`src/include/ssr_pkg.sv`:
```
package ssr_pkg;

	// Register byte offsets on the APB bus
	localparam logic [7:0] OPER_COND_OFS  = 8'h00;
	localparam logic [7:0] OPER_EN_OFS    = 8'h04;
	localparam logic [7:0] OPER_EVT_OFS   = 8'h08;
	localparam logic [7:0] PRESET_OFS     = 8'h0c;
	localparam logic [7:0] PROT_COND_OFS  = 8'h10;
	localparam logic [7:0] PROT_EN_OFS    = 8'h14;
	localparam logic [7:0] PROT_EVT_OFS   = 8'h18;
	localparam logic [7:0] PROT_SEL_OFS   = 8'h1c;
	localparam logic [7:0] QUES_COND_OFS  = 8'h20;
	localparam logic [7:0] QUES_EN_OFS    = 8'h24;
	localparam logic [7:0] QUES_EVT_OFS   = 8'h28;

	// Widths
	localparam int MASK_W = 16;
	localparam int PROT_W = 8;

	// Values after reset, the preset fill and the zero read word
	localparam logic [MASK_W-1:0] OPER_EN_RST  = 16'h0000;
	localparam logic [MASK_W-1:0] QUES_EN_RST  = 16'h0000;
	localparam logic [PROT_W-1:0] PROT_EN_RST  = 8'h00;
	localparam logic [PROT_W-1:0] PROT_SEL_RST = 8'hff;
	localparam logic [MASK_W-1:0] MASK_ALL_ONE = 16'hffff;
	localparam logic [31:0]       ZERO_WORD    = 32'h0000_0000;

	// Read word from a narrow field
	function automatic logic [31:0] ssr_zext16(input logic [MASK_W-1:0] v);
		ssr_zext16 = {16'h0000, v};
	endfunction

	function automatic logic [31:0] ssr_zext8(input logic [PROT_W-1:0] v);
		ssr_zext8 = {24'h000000, v};
	endfunction

endpackage

```
`src/include/ssr_prot_if.sv`:
```
`timescale 1ns/1ps
// Protection group signals between register file and event logic
interface ssr_prot_if;
	import ssr_pkg::*;
	logic [PROT_W-1:0] cond;
	logic [PROT_W-1:0] event_bits;
	logic              rd_clear;
	logic [PROT_W-1:0] enable_mask;
	logic [PROT_W-1:0] select_mask;
	logic              summary;
	logic              flag;

	modport regs (
		input  cond,
		input  event_bits,
		input  summary,
		input  flag,
		output rd_clear,
		output enable_mask,
		output select_mask
	);
	modport evt (
		output cond,
		output event_bits,
		output summary,
		output flag,
		input  rd_clear,
		input  enable_mask,
		input  select_mask
	);
endinterface

```
`src/rtl/ssr_prot_evt.sv`:
```
`timescale 1ns/1ps
// Protection condition, latched events and summary outputs
module ssr_prot_evt
	import ssr_pkg::*;
(
	input  wire logic              pclk,
	input  wire logic              presetn,
	input  wire logic [PROT_W-1:0] fault_in,
	ssr_prot_if.evt                pif
);
	logic [PROT_W-1:0] cond_s;
	logic [PROT_W-1:0] cond_prev_q;
	logic [PROT_W-1:0] evt_q;
	logic [PROT_W-1:0] evt_d;
	logic [PROT_W-1:0] evt_shown_q;
	logic [PROT_W-1:0] rise;

	ssr_sync u_sync (
		.pclk    (pclk),
		.presetn (presetn),
		.din     (fault_in),
		.dout    (cond_s)
	);

	// Rising edges; set beats the read clear
	// A read clears only what its setup captured, so a late event waits for the next read
	assign rise  = cond_s & ~cond_prev_q;
	assign evt_d = (evt_q & ~(pif.rd_clear ? evt_shown_q : '0)) | rise;

	always_ff @(posedge pclk or negedge presetn) begin
		if (!presetn) begin
			cond_prev_q <= '0;
			evt_q       <= '0;
			evt_shown_q <= '0;
		end else begin
			cond_prev_q <= cond_s;
			evt_q       <= evt_d;
			evt_shown_q <= evt_q;
		end
	end

	assign pif.cond       = cond_s;
	assign pif.event_bits = evt_q;
	assign pif.summary    = |(evt_q & pif.enable_mask);
	assign pif.flag       = |(evt_q & pif.select_mask);
endmodule

```
`src/rtl/ssr_status_regs.sv`:
```
`timescale 1ns/1ps
// How it works
// RULE1 - Operation condition reads always return zero.
// RULE2 - Operation enable mask is stored but drives nothing.
// RULE3 - Operation enable read returns the last stored mask.
// RULE4 - Operation event reads always return zero.
// RULE5 - Preset loads operation and questionable enable masks with all ones.
// RULE6 - Protection condition read returns live power stage status bits.
// RULE7 - Writable protection enable mask gates events into protection summary.
// RULE8 - Protection enable read returns the stored mask.
// RULE9 - Protection event read returns the latched fault bits.
// RULE10 - Status byte protection flag needs an event bit and its select bit.
// RULE11 - Fault-select mask resets to 255 and changes only when written.
// RULE12 - Fault-select read returns last written value or the reset default.
// RULE13 - Questionable condition reads always return zero.
// RULE14 - Questionable enable mask is stored but drives nothing.
// RULE15 - Questionable event reads always return zero.
// RULE16 - Protection events latch on rising condition, cleared by their read.
module ssr_status_regs
	import ssr_pkg::*;
(
	input  wire logic              pclk,
	input  wire logic              presetn,
	input  wire logic              psel,
	input  wire logic              penable,
	input  wire logic              pwrite,
	input  wire logic [7:0]        paddr,
	input  wire logic [31:0]       pwdata,
	output logic      [31:0]       prdata,
	output logic                   pready,
	output logic                   pslverr,
	input  wire logic [PROT_W-1:0] fault_in,
	output logic                   prot_summary,
	output logic                   prot_flag
);
	ssr_prot_if pif ();

	logic [MASK_W-1:0] oper_en_q;
	logic [MASK_W-1:0] ques_en_q;
	logic [PROT_W-1:0] prot_en_q;
	logic [PROT_W-1:0] prot_sel_q;
	logic [31:0]       rdata_d;
	logic [31:0]       prdata_q;
	logic              err_d;
	logic              pslverr_q;

	// Bus decode
	wire access   = psel & penable;
	wire wr_en    = access & pwrite;
	wire rd_en    = access & ~pwrite;
	wire hit_oc   = (paddr == OPER_COND_OFS);
	wire hit_oen  = (paddr == OPER_EN_OFS);
	wire hit_oev  = (paddr == OPER_EVT_OFS);
	wire hit_pre  = (paddr == PRESET_OFS);
	wire hit_pc   = (paddr == PROT_COND_OFS);
	wire hit_pen  = (paddr == PROT_EN_OFS);
	wire hit_pev  = (paddr == PROT_EVT_OFS);
	wire hit_psel = (paddr == PROT_SEL_OFS);
	wire hit_qc   = (paddr == QUES_COND_OFS);
	wire hit_qen  = (paddr == QUES_EN_OFS);
	wire hit_qev  = (paddr == QUES_EVT_OFS);
	wire mapped   = hit_oc | hit_oen | hit_oev | hit_pre | hit_pc | hit_pen
	              | hit_pev | hit_psel | hit_qc | hit_qen | hit_qev;
	// Preset is a command: any write to its slot triggers it
	wire preset   = wr_en & hit_pre;

	ssr_prot_evt u_evt (
		.pclk     (pclk),
		.presetn  (presetn),
		.fault_in (fault_in),
		.pif      (pif)
	);

	// RULE16 read clear
	// Clear only on the completing read so a held access is not counted twice
	assign pif.rd_clear    = rd_en & hit_pev;
	// RULE7 mask to summary
	assign pif.enable_mask = prot_en_q;
	// RULE10 select mask gating
	assign pif.select_mask = prot_sel_q;
	assign prot_summary    = pif.summary;
	assign prot_flag       = pif.flag;

	// Read mux; zero slots are hardwired, masks kept elsewhere never steer them
	always_comb begin
		rdata_d = ZERO_WORD;
		err_d   = 1'b0;
		unique case (1'b1)
			// RULE1 oper cond zero
			hit_oc:   rdata_d = ZERO_WORD;
			// RULE3 oper enable readback
			hit_oen:  rdata_d = ssr_zext16(oper_en_q);
			// RULE4 oper event zero
			hit_oev:  rdata_d = ZERO_WORD;
			hit_pre:  rdata_d = ZERO_WORD;
			// RULE6 live condition read
			hit_pc:   rdata_d = ssr_zext8(pif.cond);
			// RULE8 prot enable readback
			hit_pen:  rdata_d = ssr_zext8(prot_en_q);
			// RULE9 latched event read
			hit_pev:  rdata_d = ssr_zext8(pif.event_bits);
			// RULE12 select readback
			hit_psel: rdata_d = ssr_zext8(prot_sel_q);
			// RULE13 ques cond zero
			hit_qc:   rdata_d = ZERO_WORD;
			hit_qen:  rdata_d = ssr_zext16(ques_en_q);
			// RULE15 ques event zero
			hit_qev:  rdata_d = ZERO_WORD;
			default:  err_d   = 1'b1;
		endcase
	end

	// RULE2 oper enable store
	// RULE5 preset to all ones
	// RULE14 ques enable store
	always_ff @(posedge pclk or negedge presetn) begin
		if (!presetn) begin
			oper_en_q <= OPER_EN_RST;
			ques_en_q <= QUES_EN_RST;
		end else if (preset) begin
			oper_en_q <= MASK_ALL_ONE;
			ques_en_q <= MASK_ALL_ONE;
		end else begin
			if (wr_en && hit_oen)
				oper_en_q <= pwdata[MASK_W-1:0];
			if (wr_en && hit_qen)
				ques_en_q <= pwdata[MASK_W-1:0];
		end
	end

	// RULE7 prot enable store
	// RULE11 select held until written
	always_ff @(posedge pclk or negedge presetn) begin
		if (!presetn) begin
			prot_en_q  <= PROT_EN_RST;
			prot_sel_q <= PROT_SEL_RST;
		end else begin
			if (wr_en && hit_pen)
				prot_en_q <= pwdata[PROT_W-1:0];
			if (wr_en && hit_psel)
				prot_sel_q <= pwdata[PROT_W-1:0];
		end
	end

	// Read data registered in setup, so the access phase needs no wait state
	always_ff @(posedge pclk or negedge presetn) begin
		if (!presetn) begin
			prdata_q  <= ZERO_WORD;
			pslverr_q <= 1'b0;
		end else if (psel && !penable) begin
			prdata_q  <= pwrite ? ZERO_WORD : rdata_d;
			pslverr_q <= err_d;
		end
	end

	assign prdata  = prdata_q;
	assign pready  = 1'b1;
	assign pslverr = pslverr_q & access;

	// Fixed-zero slots: no stored mask may leak into these reads
	// RULE1 oper cond zero
	chk_oper_cond_zero: assert property (@(posedge pclk) disable iff (!presetn) // RULE1
		rd_en && hit_oc |-> prdata == ZERO_WORD)
		else $error("operation condition read not zero");

	// RULE4 oper event zero
	chk_oper_evt_zero: assert property (@(posedge pclk) disable iff (!presetn) // RULE4
		rd_en && hit_oev |-> prdata == ZERO_WORD)
		else $error("operation event read not zero");

	// RULE13 ques cond zero
	chk_ques_cond_zero: assert property (@(posedge pclk) disable iff (!presetn) // RULE13
		rd_en && hit_qc |-> prdata == ZERO_WORD)
		else $error("questionable condition read not zero");

	// RULE15 ques event zero
	chk_ques_evt_zero: assert property (@(posedge pclk) disable iff (!presetn) // RULE15
		rd_en && hit_qev |-> prdata == ZERO_WORD)
		else $error("questionable event read not zero");

	// Stored masks: writes and preset land, nothing else moves them, reads echo them
	// RULE3 oper enable readback
	chk_oper_en_back: assert property (@(posedge pclk) disable iff (!presetn) // RULE3
		rd_en && hit_oen |-> prdata == ssr_zext16(oper_en_q))
		else $error("operation enable readback wrong");

	// RULE2 oper enable store
	chk_oper_en_store: assert property (@(posedge pclk) disable iff (!presetn) // RULE2
		wr_en && hit_oen |=> oper_en_q == $past(pwdata[MASK_W-1:0]))
		else $error("operation enable write not stored");

	// RULE3 oper enable held
	chk_oper_en_hold: assert property (@(posedge pclk) disable iff (!presetn) // RULE3
		!(wr_en && (hit_oen || hit_pre)) |=> $stable(oper_en_q))
		else $error("operation enable changed without write");

	// RULE14 ques enable store
	chk_ques_en_store: assert property (@(posedge pclk) disable iff (!presetn) // RULE14
		wr_en && hit_qen |=> ques_en_q == $past(pwdata[MASK_W-1:0]))
		else $error("questionable enable write not stored");

	// RULE14 ques enable held
	chk_ques_en_hold: assert property (@(posedge pclk) disable iff (!presetn) // RULE14
		!(wr_en && (hit_qen || hit_pre)) |=> $stable(ques_en_q))
		else $error("questionable enable changed without write");

	// RULE14 ques enable readback
	chk_ques_en_back: assert property (@(posedge pclk) disable iff (!presetn) // RULE14
		rd_en && hit_qen |-> prdata == ssr_zext16(ques_en_q))
		else $error("questionable enable readback wrong");

	// RULE5 preset all ones
	chk_preset_ones: assert property (@(posedge pclk) disable iff (!presetn) // RULE5
		preset |=> oper_en_q == MASK_ALL_ONE && ques_en_q == MASK_ALL_ONE)
		else $error("preset did not set masks");

	// RULE11 preset spares select
	chk_preset_keeps: assert property (@(posedge pclk) disable iff (!presetn) // RULE11
		preset |=> $stable(prot_en_q) && $stable(prot_sel_q))
		else $error("preset touched protection masks");

	// RULE7 prot enable store
	chk_prot_en_store: assert property (@(posedge pclk) disable iff (!presetn) // RULE7
		wr_en && hit_pen |=> prot_en_q == $past(pwdata[PROT_W-1:0]))
		else $error("protection enable write not stored");

	// RULE8 prot enable held
	chk_prot_en_hold: assert property (@(posedge pclk) disable iff (!presetn) // RULE8
		!(wr_en && hit_pen) |=> $stable(prot_en_q))
		else $error("protection enable changed without write");

	// RULE8 prot enable readback
	chk_prot_en_back: assert property (@(posedge pclk) disable iff (!presetn) // RULE8
		rd_en && hit_pen |-> prdata == ssr_zext8(prot_en_q))
		else $error("protection enable readback wrong");

	// RULE11 select stable
	chk_sel_stable: assert property (@(posedge pclk) disable iff (!presetn) // RULE11
		!(wr_en && hit_psel) |=> $stable(prot_sel_q))
		else $error("select mask changed without write");

	// RULE11 select after reset
	chk_sel_reset: assert property (@(posedge pclk) // RULE11
		$rose(presetn) |-> prot_sel_q == PROT_SEL_RST)
		else $error("select mask not at power-on value");

	// Enable masks come out of reset cleared
	chk_mask_reset: assert property (@(posedge pclk)
		$rose(presetn) |-> oper_en_q == OPER_EN_RST && ques_en_q == QUES_EN_RST
			&& prot_en_q == PROT_EN_RST)
		else $error("enable masks not cleared by reset");

	// RULE12 select store
	chk_sel_store: assert property (@(posedge pclk) disable iff (!presetn) // RULE12
		wr_en && hit_psel |=> prot_sel_q == $past(pwdata[PROT_W-1:0]))
		else $error("select mask write not stored");

	// RULE12 select readback
	chk_sel_back: assert property (@(posedge pclk) disable iff (!presetn) // RULE12
		rd_en && hit_psel |-> prdata == ssr_zext8(prot_sel_q))
		else $error("select mask readback wrong");

	// Protection events; the read word was captured in setup, one cycle old
	// RULE6 live condition read
	chk_cond_live: assert property (@(posedge pclk) disable iff (!presetn) // RULE6
		rd_en && hit_pc |-> prdata == ssr_zext8($past(pif.cond)))
		else $error("protection condition read mismatch");

	// RULE9 event read value
	chk_evt_read: assert property (@(posedge pclk) disable iff (!presetn) // RULE9
		rd_en && hit_pev |-> prdata == ssr_zext8($past(pif.event_bits)))
		else $error("protection event read mismatch");

	// RULE16 rise latches
	chk_evt_set: assert property (@(posedge pclk) disable iff (!presetn) // RULE16
		(pif.event_bits & $past(pif.cond) & ~$past(pif.cond, 2))
			== ($past(pif.cond) & ~$past(pif.cond, 2)))
		else $error("rising condition did not latch an event");

	// RULE16 only rises set
	chk_evt_only_rise: assert property (@(posedge pclk) disable iff (!presetn) // RULE16
		(pif.event_bits & ~$past(pif.event_bits)
			& ~($past(pif.cond) & ~$past(pif.cond, 2))) == '0)
		else $error("protection event set without rising condition");

	// RULE16 held until read
	chk_evt_hold: assert property (@(posedge pclk) disable iff (!presetn) // RULE16
		!pif.rd_clear |=> (pif.event_bits & $past(pif.event_bits))
			== $past(pif.event_bits))
		else $error("protection event lost without a read");

	// RULE16 returned bits clear
	chk_evt_clear: assert property (@(posedge pclk) disable iff (!presetn) // RULE16
		pif.rd_clear |=> (pif.event_bits & $past(prdata[PROT_W-1:0])
			& ~($past(pif.cond) & ~$past(pif.cond, 2))) == '0)
		else $error("protection event not cleared by read");

	// RULE16 unread bits survive
	chk_evt_keep_new: assert property (@(posedge pclk) disable iff (!presetn) // RULE16
		pif.rd_clear |=> (pif.event_bits & $past(pif.event_bits & ~prdata[PROT_W-1:0]))
			== $past(pif.event_bits & ~prdata[PROT_W-1:0]))
		else $error("unreported protection event cleared");

	// RULE16 clear only on read
	chk_rd_clear_only: assert property (@(posedge pclk) disable iff (!presetn) // RULE16
		pif.rd_clear |-> rd_en && hit_pev)
		else $error("event clear outside an event read");

	// RULE7 summary gating
	chk_summary_gate: assert property (@(posedge pclk) disable iff (!presetn) // RULE7
		prot_summary |-> (pif.event_bits & prot_en_q) != '0)
		else $error("protection summary without enabled event");

	// RULE7 summary raised
	chk_summary_on: assert property (@(posedge pclk) disable iff (!presetn) // RULE7
		(pif.event_bits & prot_en_q) != '0 |-> prot_summary)
		else $error("protection summary missing");

	// RULE10 flag needs select
	chk_flag_gate: assert property (@(posedge pclk) disable iff (!presetn) // RULE10
		prot_flag |-> (pif.event_bits & prot_sel_q) != '0)
		else $error("protection flag without selected event");

	// RULE10 flag raised
	chk_flag_on: assert property (@(posedge pclk) disable iff (!presetn) // RULE10
		(pif.event_bits & prot_sel_q) != '0 |-> prot_flag)
		else $error("protection flag missing");

	// Bus answer: no wait states, so an error must show in the one access cycle
	chk_ready_high: assert property (@(posedge pclk) disable iff (!presetn)
		access |-> pready)
		else $error("access not answered at once");

	// Unmapped places answer with an error
	chk_err_unmapped: assert property (@(posedge pclk) disable iff (!presetn)
		access && !mapped |-> pslverr)
		else $error("unmapped access without error");

	// Mapped places never answer with an error
	chk_err_mapped: assert property (@(posedge pclk) disable iff (!presetn)
		access && mapped |-> !pslverr)
		else $error("error on a mapped access");

	// Error shows only in the access phase
	chk_err_idle: assert property (@(posedge pclk) disable iff (!presetn)
		!access |-> !pslverr)
		else $error("error outside an access");

	// Writes return no data
	chk_wr_no_data: assert property (@(posedge pclk) disable iff (!presetn)
		wr_en |-> prdata == ZERO_WORD)
		else $error("read data during a write");

	// Unmapped reads return zero
	chk_unmapped_zero: assert property (@(posedge pclk) disable iff (!presetn)
		rd_en && !mapped |-> prdata == ZERO_WORD)
		else $error("unmapped read not zero");
endmodule

```
`src/rtl/ssr_sync.sv`:
```
`timescale 1ns/1ps
// Two-stage synchroniser for the power stage status bits
module ssr_sync
	import ssr_pkg::*;
(
	input  wire logic              pclk,
	input  wire logic              presetn,
	input  wire logic [PROT_W-1:0] din,
	output logic      [PROT_W-1:0] dout
);
	logic [PROT_W-1:0] meta_q;

	// First stage feeds only the second
	always_ff @(posedge pclk or negedge presetn) begin
		if (!presetn) begin
			meta_q <= '0;
			dout   <= '0;
		end else begin
			meta_q <= din;
			dout   <= meta_q;
		end
	end
endmodule

```
`config.mk`:
```
export PLATFORM = sky130hd
export DESIGN_NAME = ssr_status_regs
export DESIGN_NICKNAME = d
export VERILOG_FILES = /design/src/include/ssr_pkg.sv /design/src/include/ssr_prot_if.sv /design/src/rtl/ssr_prot_evt.sv /design/src/rtl/ssr_status_regs.sv /design/src/rtl/ssr_sync.sv
export SDC_FILE = /design/constraint.sdc
export NUM_CORES = 1
export LEC_CHECK = 0
export ABC_AREA = 1
export BUFFER_PORTS_ARGS = -buffer_cell sky130_fd_sc_hd__buf_2
export CORE_MARGIN = 4
export CORE_UTILIZATION = 50
export CTS_CLUSTER_SIZE = 30
export DETAILED_ROUTE_END_ITERATION = 10
export PLACE_DENSITY_LB_ADDON = 0.1
export RECOVER_POWER = 25
export SLEW_MARGIN = 5
export SYNTH_ARGS = -nofsm -noshare
export SYNTH_HDL_FRONTEND = slang
export SYNTH_SLANG_ARGS = --single-unit
```
`constraint.sdc`:
```
create_clock -name pclk -period 0.8 [get_ports pclk]
set_input_delay 0.08 -clock pclk [delete_from_list [all_inputs] [get_ports pclk]]
set_output_delay 0.08 -clock pclk [all_outputs]
set_load 0.01 [all_outputs]
```
==> impl_results.md, run 1 <==
* Worst Hold End: ques_en_q[10]
* DRT iter0 DRCs at 476
* Root Buffer: clkbuf_8
* Vias/cell at 5.32
* Mapped cell area at 4760 sq um
* Core Region at 9240 sq um
* First-pass GRT wire length at 21200 um
* Dpl ws at -0.526 ns
* Minimum clock period at 1.50 ns
* Unrepaired setup endpoints after global routing: yes
* Routed Wire Length at 15200 um
* Internal cell power at 7.56 mW
* Die Width at 106 um
* WS Path Type: reg2out
* Clock Skew at 0.0142 ns
* Overflow after GRT at 0
* Vias in the first global route at 4342
* Worst Path Buf+Inv at 1
* Share of cells above drive strength 1 at 47.6%
* Cells after synthesis at 543
* Largest family of logic cells by synthesized area: simple AND/OR/NAND/NOR gates
* Die area at 11200 sq um
* Adder-cell share of the synthesized area at 0%
* Die Ht at 106 um
* PwrDens at 1390 nW/um^2
* Worst reg2reg path endpoint: prdata[6]
* Commonest non-fill, non-tap cells in the layout: nand2_1 (97), dfrtp_1 (90), buf_4 (66)
* Post-route setup slack at -0.704 ns
* Htree depth at 3
* # nets final at 785
* Largest net degree at the start of global routing at 43
* Number of iterations in the first detailed-routing pass at 7
* R2R cell count at 8
* Port Buffers at 55
* Slowest CP cell: dfrtp_2
* CP startpoint kind: flop
* Routed wire per std cell at 17.5 um
* Depth of the worst hold-timing path at 5
* Seq/Total Area, Yosys at 55.4%
* Layout overhead on the synthesized area at 55.9%
* Worst-path cell chain: nand2_1 > nand2_2 > a221oi_2 > nand2_1 > buf_2
* Total CTS buffers at 9
* Most frequent cell on the critical path: nand2_1
* # diodes at 0
* Clock sink count at 105
* Outcome: finished, violations left
* Mean Syn Cell Area at 8.77 sq um
* Combinational power share at 12.2%
* Worst r2r src: u_evt.pif.event_bits[6]
* Final Util at 80.4%
* Share of power burned in the clock network at 33.9%
* Most common cell after layout, fill and taps aside: nand2_1
* Synth Area in Compound Gates at 9.22%
* DR DRC count at 0
* NetSw at 2.79 mW
* Crit Path Max Fanout at 4
* Final Instance Area at 7430 sq um
* Gpl congestion at 0.808
* Final hold vios at 0
* Crit path capture type: output port
* Detailed placement HPWL at 7950 um
* WP data required at 0.72 ns
* Fmax achieved at 665 MHz
* Worst-Skew Late Latency at 0.38 ns
* Leakage power at 3.74 nW
* Failing checks: negative setup slack
* Synth Area in XOR/XNOR at 0%
* Switch share at 27.0%
* Synth Area in Simple Gates at 23.9%
* Synthesis Warnings at 0
* Mux share of post-synthesis cell area at 0%
* Global Route Usage Sum at 24.0%
* Setup Viol. Count Final at 68
* Unique masters post-synth at 28
* Initial Util at 51.6%
* Io pins at 89
* R2R setup slack at -0.41 ns
* Via count at 4607
* WP data arrival at 1.42 ns
* Routed Antenna Nets at 0
* CTS tree: built
* Placement Cell Area at 5660 sq um
* Initial antenna violation count at 0
* Max-slew violations at 0
* Yosys reg bits at 105
* Final Cycle Share at 188%
* VDD IR-drop max at 1.01 mV
* HP Start: pwdata[10]
* HP Class: in2reg
* Max clock buf depth at 2
* Share of power burned in registers at 53.9%
* Crit-path leading delay family: flip-flops
* Cell row count at 35
* Slowest stage delay, CP at 0.45 ns
* Number of max-cap violations at 0
* Clk pin slew, worst setup/hold paths at 0.11 ns
[cell families (layout without fill, tap and decap cells)]
| family | count (synthesis) | count (layout) |
|---|---|---|
| simple gates | 249 | 257 |
| other cells | 2 | 17 |
| compound gates | 81 | 81 |
| buf+inv | 106 | 277 |
| flops | 105 | 105 |
[final cells by class]
cell class,count,area [sq um]
Inverter,74,353
Timing Repair inverter,1,11.3
Timing Repair Buffer,186,1730
Fill cell,514,1810
Tap cell,129,161
Clock inverter,6,80.1
Multi-Input combinational cell,355,2310
Sequential cell,105,2650
Clock buffer,10,128
[synthesized netlist by cell type]
cell / instances / area (sq um)
nand2_1: 126 / 473
dfrtp_1: 97 / 2430
inv_1: 65 / 244
nor2_1: 62 / 233
o21ai_1: 48 / 240
nand3_1: 36 / 180
buf_4: 20 / 150
a21oi_1: 17 / 85.1
inv_2: 9 / 33.8
dfstp_2: 8 / 210
nand2_2: 7 / 43.8
o22ai_1: 7 / 43.8
buf_2: 6 / 30.0
nor2_2: 5 / 31.3
a221oi_1: 4 / 35.0
nand2_4: 3 / 33.8
nand3_4: 3 / 52.6
nor2_4: 3 / 33.8
a21oi_2: 2 / 17.5
buf_12: 2 / 40.0
buf_6: 2 / 22.5
conb_1: 2 / 7.51
nand3_2: 2 / 20.0
nor2_8: 2 / 40.0
o21ai_0: 2 / 10.0
a22oi_1: 1 / 7.51
buf_8: 1 / 15.0
clkbuf_1: 1 / 3.75
[layer usage]
layer	routed length, um	vias up	track usage (%)
li1	-	2061	-
met1	5890	2223	32.3
met2	7500	255	39.1
met3	1110	68	5.02
met4	647	0	7.59
met5	0	-	0
[through the flow]
stage | std cells | hold slack, ns | total power [mW] | setup TNS (ns)
finish | 866 | 0.00512 | 10.4 | -9.39
global route | 866 | 0.00619 | 10.7 | -11.85
CTS | 838 | 0.00262 | 10.1 | -6.98
detailed placement | 763 | -0.0464 | 6.56 | -29.89
global placement | 763 | -0.0455 | 6.53 | -28.45
floorplan | 558 | -0.216 | 6.12 | -11.19
[power groups by stage]
stage	combinational (mW)	sequential [mW]	clock, mW
final	1.26	5.58	3.51
after CTS	1.08	5.56	3.51
after detailed placement	0.902	5.66	0
after floorplan	0.483	5.63	0
after global placement	0.880	5.65	0
after global routing	1.36	5.59	3.78
[worst max path at each step]
stage	start	end	slack, ns	cells after the start
2_1_floorplan	paddr[5]	u_evt.pif.event_bits[1]	-0.19	7
3_3_place_gp	paddr[1]	ques_en_q[5]	-0.45	9
3_5_place_dp	paddr[1]	ques_en_q[15]	-0.53	9
4_1_cts	u_evt.pif.event_bits[2]	prot_flag	-0.68	5
5_1_grt	u_evt.pif.event_bits[2]	prot_flag	-0.79	5
6_report	u_evt.pif.event_bits[3]	prot_flag	-0.70	5
[worst reg2reg max path: stages (launching register included)]
cell     delay [ns]
dfrtp_2        0.45
buf_4          0.14
buf_6          0.11
nand3_2        0.08
nand2_2        0.07
nor2_2         0.10
nand2_1        0.06
nand2_1        0.06
nand2_1        0.05
[timing repair]
action                                  in CTS  in global routing
hold buffers                                20                  2
endpoints found under the setup margin      72                 84
pin swaps                                   38                 52
gates cloned                                 9                  2
endpoints found under the hold margin      137                  2
gates resized for setup                     78                135
setup buffers                               31                 30
Note: power is estimated with default switching activity, not from simulation.
==> run 2: changes to the inputs <==
--- a/config.mk
+++ b/config.mk
@@ -8,10 +8,10 @@
 export ABC_AREA = 1
 export BUFFER_PORTS_ARGS = -buffer_cell sky130_fd_sc_hd__buf_2
 export CORE_MARGIN = 4
-export CORE_UTILIZATION = 50
+export CORE_UTILIZATION = 30
 export CTS_CLUSTER_SIZE = 30
 export DETAILED_ROUTE_END_ITERATION = 10
-export PLACE_DENSITY_LB_ADDON = 0.1
+export PLACE_DENSITY_LB_ADDON = 0.25
 export RECOVER_POWER = 25
 export SLEW_MARGIN = 5
 export SYNTH_ARGS = -nofsm -noshare
==> impl_results.md, run 2 (synthesis gave the netlist of run 1 again) <==
* Outcome: finished, violations left
* Failing checks: negative setup slack
* Clock Skew at 0.00580 ns
* Commonest non-fill, non-tap cells in the layout: nand2_1 (99), dfrtp_1 (93), inv_1 (57)
* WS Path Type: reg2out
* Share of cells above drive strength 1 at 45.7%
* Sequential cell area at 2640 sq um
* Post-route setup slack at -0.691 ns
* Root Buffer: clkbuf_16
* Number of iterations in the first detailed-routing pass at 4
* # nets final at 761
* Leakage power at 3.68 nW
* Unrepaired setup endpoints after global routing: yes
* Routed Wire Length at 13900 um
* Cell row count at 45
* Vias in the first global route at 4174
* Setup Viol. Count Final at 77
* Most common cell after layout, fill and taps aside: nand2_1
* PwrDens at 1470 nW/um^2
* Die Width at 134 um
* Port Buffers at 55
* Final hold vios at 0
* VDD IR-drop max at 0.840 mV
* DRT iter0 DRCs at 176
* Die area at 18000 sq um
* Via count at 4211
* R2R cell count at 7
* Setup_tns at -11.40 ns
* Initial Util at 31.0%
* Gpl congestion at 0.818
* Clk pin slew, worst setup/hold paths at 0.07 ns
* Total CTS buffers at 9
* CTS tree: built
* Routed wire per std cell at 15.1 um
* Worst-Skew Late Latency at 0.36 ns
* Worst r2r src: u_evt.pif.event_bits[7]
* Vias/cell at 4.56
* Number of max-cap violations at 0
* Overflow after GRT at 0
* Final Cycle Share at 186%
* Fillers at 1430
* Minimum clock period at 1.49 ns
* Die Ht at 134 um
* Multi-input logic area at 2440 sq um
* CP startpoint kind: flop
* Worst reg2reg path endpoint: prdata[7]
* HP Class: in2reg
* Max clock buf depth at 2
* Core Region at 15400 sq um
* Routed Antenna Nets at 0
* Clock sink count at 105
* Max-slew violations at 0
* Crit Path Max Fanout at 4
* # diodes at 0
* Detailed placement HPWL at 8940 um
* Depth of the worst hold-timing path at 3
* Final Instance Area at 7540 sq um
* R2R setup slack at -0.30 ns
* Global Route Usage Sum at 15.0%
* Placement Cell Area at 5760 sq um
* Initial antenna violation count at 0
* WP data required at 0.72 ns
* DR DRC count at 0
* Layout overhead on the synthesized area at 58.2%
* HP Start: pwdata[15]
* WP data arrival at 1.41 ns
* Largest net degree at the start of global routing at 35
* First-pass GRT wire length at 21200 um
* Fmax achieved at 671 MHz
* Io pins at 89
* Crit path capture type: output port
* Htree depth at 3
* Worst Hold End: oper_en_q[15]
==> run 2: repair_timing <==
| item | 4_1_cts | 5_1_grt |
|---|---|---|
| cloned | 6 | 6 |
| hold buffers | 18 | 0 |
| pin swaps | 25 | 37 |
| hold endpoints to repair | 117 | 0 |
| gates resized for setup | 71 | 154 |
| setup endpoints to repair | 91 | 84 |
| setup buffers | 19 | 18 |
==> run 2: power by group <==
part           internal, mW  switching, mW
combinational         0.584          0.678
clock                  2.22           2.04
sequential             5.48          0.100
==> run 2: worst max-delay path: stages (launching register included) <==
cell and delay [ns]:
dfrtp_1 0.42, buf_4 0.15, a221oi_2 0.25, nand2_1 0.09
buf_2 0.15
==> run 2: worst max-delay path by stage <==
stage,start,end,cells after the start
after floorplan,paddr[5],u_evt.pif.event_bits[1],7
after global placement,paddr[1],prdata[6],10
after detailed placement,paddr[1],ques_en_q[15],9
after CTS,u_evt.pif.event_bits[5],prot_flag,5
after global routing,u_evt.pif.event_bits[5],prot_summary,5
final,u_evt.pif.event_bits[2],prot_summary,4
==> run 2: final cells by class <==
cell class | count | area share (%)
inverter | 74 | 4.68
clock inverter | 5 | 0.515
timing repair buffer | 162 | 20.6
multi-input combinational | 355 | 32.4
tap | 211 | 3.50
clock buffer | 11 | 3.22
sequential | 105 | 35.1
timing repair inverter | 1 | 0.0830
==> run 2: stage by stage <==
| stage | std cells | total power, mW | setup slack (ns) | util (%) | hold WS (ns) |
|---|---|---|---|---|---|
| 2_1_floorplan | 558 | 6.12 | -0.193 | - | -0.216 |
| 3_3_place_gp | 847 | 6.54 | -0.481 | 37.5 | -0.0351 |
| 3_5_place_dp | 847 | 6.57 | -0.526 | 37.5 | -0.0306 |
| 4_1_cts | 906 | 11.0 | -0.702 | 44.1 | 0.0350 |
| 5_1_grt | 924 | 11.6 | -0.767 | 49.0 | 0.0191 |
| 6_report | 924 | 11.1 | -0.691 | 49.0 | 0.0142 |
==> run 2: layer usage <==
| layer | vias up | global-route usage [%] | wire length [um] |
|---|---|---|---|
| met4 | 0 | 5.49 | 215 |
| met3 | 15 | 2.51 | 791 |
| met5 | - | 0 | 0 |
| met1 | 2070 | 19.9 | 6010 |
| met2 | 100 | 24.6 | 6900 |
| li1 | 2026 | - | - |
==> run 3: changes to the inputs <==
--- a/config.mk
+++ b/config.mk
@@ -8,11 +8,11 @@
 export ABC_AREA = 1
 export BUFFER_PORTS_ARGS = -buffer_cell sky130_fd_sc_hd__buf_2
 export CORE_MARGIN = 4
-export CORE_UTILIZATION = 30
+export CORE_UTILIZATION = 50
 export CTS_CLUSTER_SIZE = 30
 export DETAILED_ROUTE_END_ITERATION = 10
 export PLACE_DENSITY_LB_ADDON = 0.25
-export RECOVER_POWER = 25
+export RECOVER_POWER = 100
 export SLEW_MARGIN = 5
 export SYNTH_ARGS = -nofsm -noshare
 export SYNTH_HDL_FRONTEND = slang
==> impl_results.md, run 3 (synthesis gave the netlist of run 1 again) <==
* Dpl ws at -0.562 ns
* Commonest non-fill, non-tap cells in the layout: dfrtp_1 (95), nand2_1 (92), inv_1 (55)
* CP startpoint kind: flop
* Initial antenna violation count at 0
* Worst Path Buf+Inv at 1
* Most common cell after layout, fill and taps aside: dfrtp_1
* Clock Skew at 0.00740 ns
* Routed Antenna Nets at 0
* Crit Path Max Fanout at 5
* Initial Util at 51.6%
* Fmax achieved at 616 MHz
* First-pass GRT wire length at 22200 um
* Vias/cell at 5.86
* Port Buffers at 55
* Max-slew violations at 0
* Multi-input logic area at 2570 sq um
* Die Width at 106 um
* DR DRC count at 0
* Largest net degree at the start of global routing at 32
* Clk pin slew, worst setup/hold paths at 0.11 ns
* Share of cells above drive strength 1 at 48.3%
* Setup Viol. Count Final at 93
* Total CTS buffers at 9
* Outcome: finished, violations left
* Overflow after GRT at 0
* Total power at 10.6 mW
* Layout overhead on the synthesized area at 58.7%
* Worst-path cell chain: nand2_2 > nand2_1 > a221oi_2 > nand2_1 > buf_2
* Final Util at 81.8%
* Final hold vios at 0
* VDD IR-drop max at 1.00 mV
* Sequential cell area at 2640 sq um
* Vias in the first global route at 4324
* # nets final at 766
* Minimum clock period at 1.62 ns
* Most frequent cell on the critical path: nand2_1
* Detailed placement HPWL at 7860 um
* Cell row count at 35
* WS Path Type: reg2out
* CTS tree: built
* Core Region at 9240 sq um
* HP Class: in2reg
* Post-route setup slack at -0.822 ns
* Setup_tns at -14.05 ns
* Final Cycle Share at 203%
* Fillers at 460
* Via count at 4965
* Htree depth at 3
* Leakage power at 3.73 nW
* PwrDens at 1400 nW/um^2
* WP data arrival at 1.54 ns
* Crit-path leading delay family: flip-flops
* Routed wire per std cell at 21.6 um
* Placed Instances at 763
* Routed Wire Length at 18300 um
* # diodes at 0
* Max clock buf depth at 2
* Post-route insts no fill at 847
* Die area at 11200 sq um
* Worst-Skew Late Latency at 0.37 ns
* Number of iterations in the first detailed-routing pass at 6
* Slowest stage delay, CP at 0.47 ns
* Global Route Usage Sum at 25.1%
* Unrepaired setup endpoints after global routing: yes
* Root Buffer: clkbuf_8
* Crit path capture type: output port
* Clock sink count at 105
* DRT iter0 DRCs at 688
* Gpl congestion at 0.831
* Io pins at 89
* Die Ht at 106 um
* Number of max-cap violations at 0
* Slowest CP cell: dfrtp_1
* Failing checks: negative setup slack
* WP data required at 0.72 ns
run 3: per-stage QoR:
| step | area, sq um | hold slack, ns |
|---|---|---|
| 3_5_place_dp | 5640 | -0.0406 |
| 5_1_grt | 7560 | 0.00162 |
| 2_1_floorplan | 5000 | -0.216 |
| 6_report | 7560 | 0.00614 |
| 4_1_cts | 6770 | 0.000539 |
| 3_3_place_gp | 5640 | -0.0425 |
run 3: timing repair:
item,4_1_cts,5_1_grt
setup buffers,22,23
pin swaps,43,44
endpoints found under the hold margin,118,0
setup endpoints to repair,89,91
gates resized for setup,88,152
hold buffers,17,0
gates cloned,9,4
run 3: final timing paths:
path	slack [ns]	cells after the start	end	startpoint
min in group asynchronous	0.17	2	u_evt.pif.event_bits[2]	presetn
worst max-delay path	-0.82	5	prot_flag	u_evt.pif.event_bits[2]
worst max register to register	-0.38	7	prdata[4]	pif.enable_mask[4]
worst min register to register	0.36	0	u_evt.u_sync.dout[6]	u_evt.u_sync.meta_q[6]
max in group asynchronous	0.03	3	pif.select_mask[3]	presetn
worst min-delay path	0.006	3	ques_en_q[15]	pwdata[15]
run 3: worst register-to-register path, delay by kind of cell, from the launching register on:
kind,cells,cell delay (ns)
buffers and inverters,2,0.22
DFF,1,0.43
and+or+nand+nor,5,0.42
run 3: area by class of cell:
cell class / count / share of cell area, %
clock buffers: 9 / 1.64
clock inverters: 7 / 1.24
inverters: 74 / 4.53
multi-input cells: 356 / 34.0
flip-flops and latches: 105 / 34.9
well taps: 129 / 2.13
repair buffers: 167 / 21.6
run 3: routing by layer:
metal	GRT usage [%]	vias to the layer above	routed length (um)	share of wire, %
li1	-	2023	-	-
met1	33.6	2386	6820	37
met2	42.0	421	8610	47
met3	5.02	135	1740	9.5
met4	6.85	0	1160	6.3
met5	0	-	0	0
run 3: power breakdown:
group,switching [mW],leakage [nW],internal [mW]
registers,0.123,1.22,5.48
logic,0.767,2.41,0.603
clock network,2.12,0.107,1.54
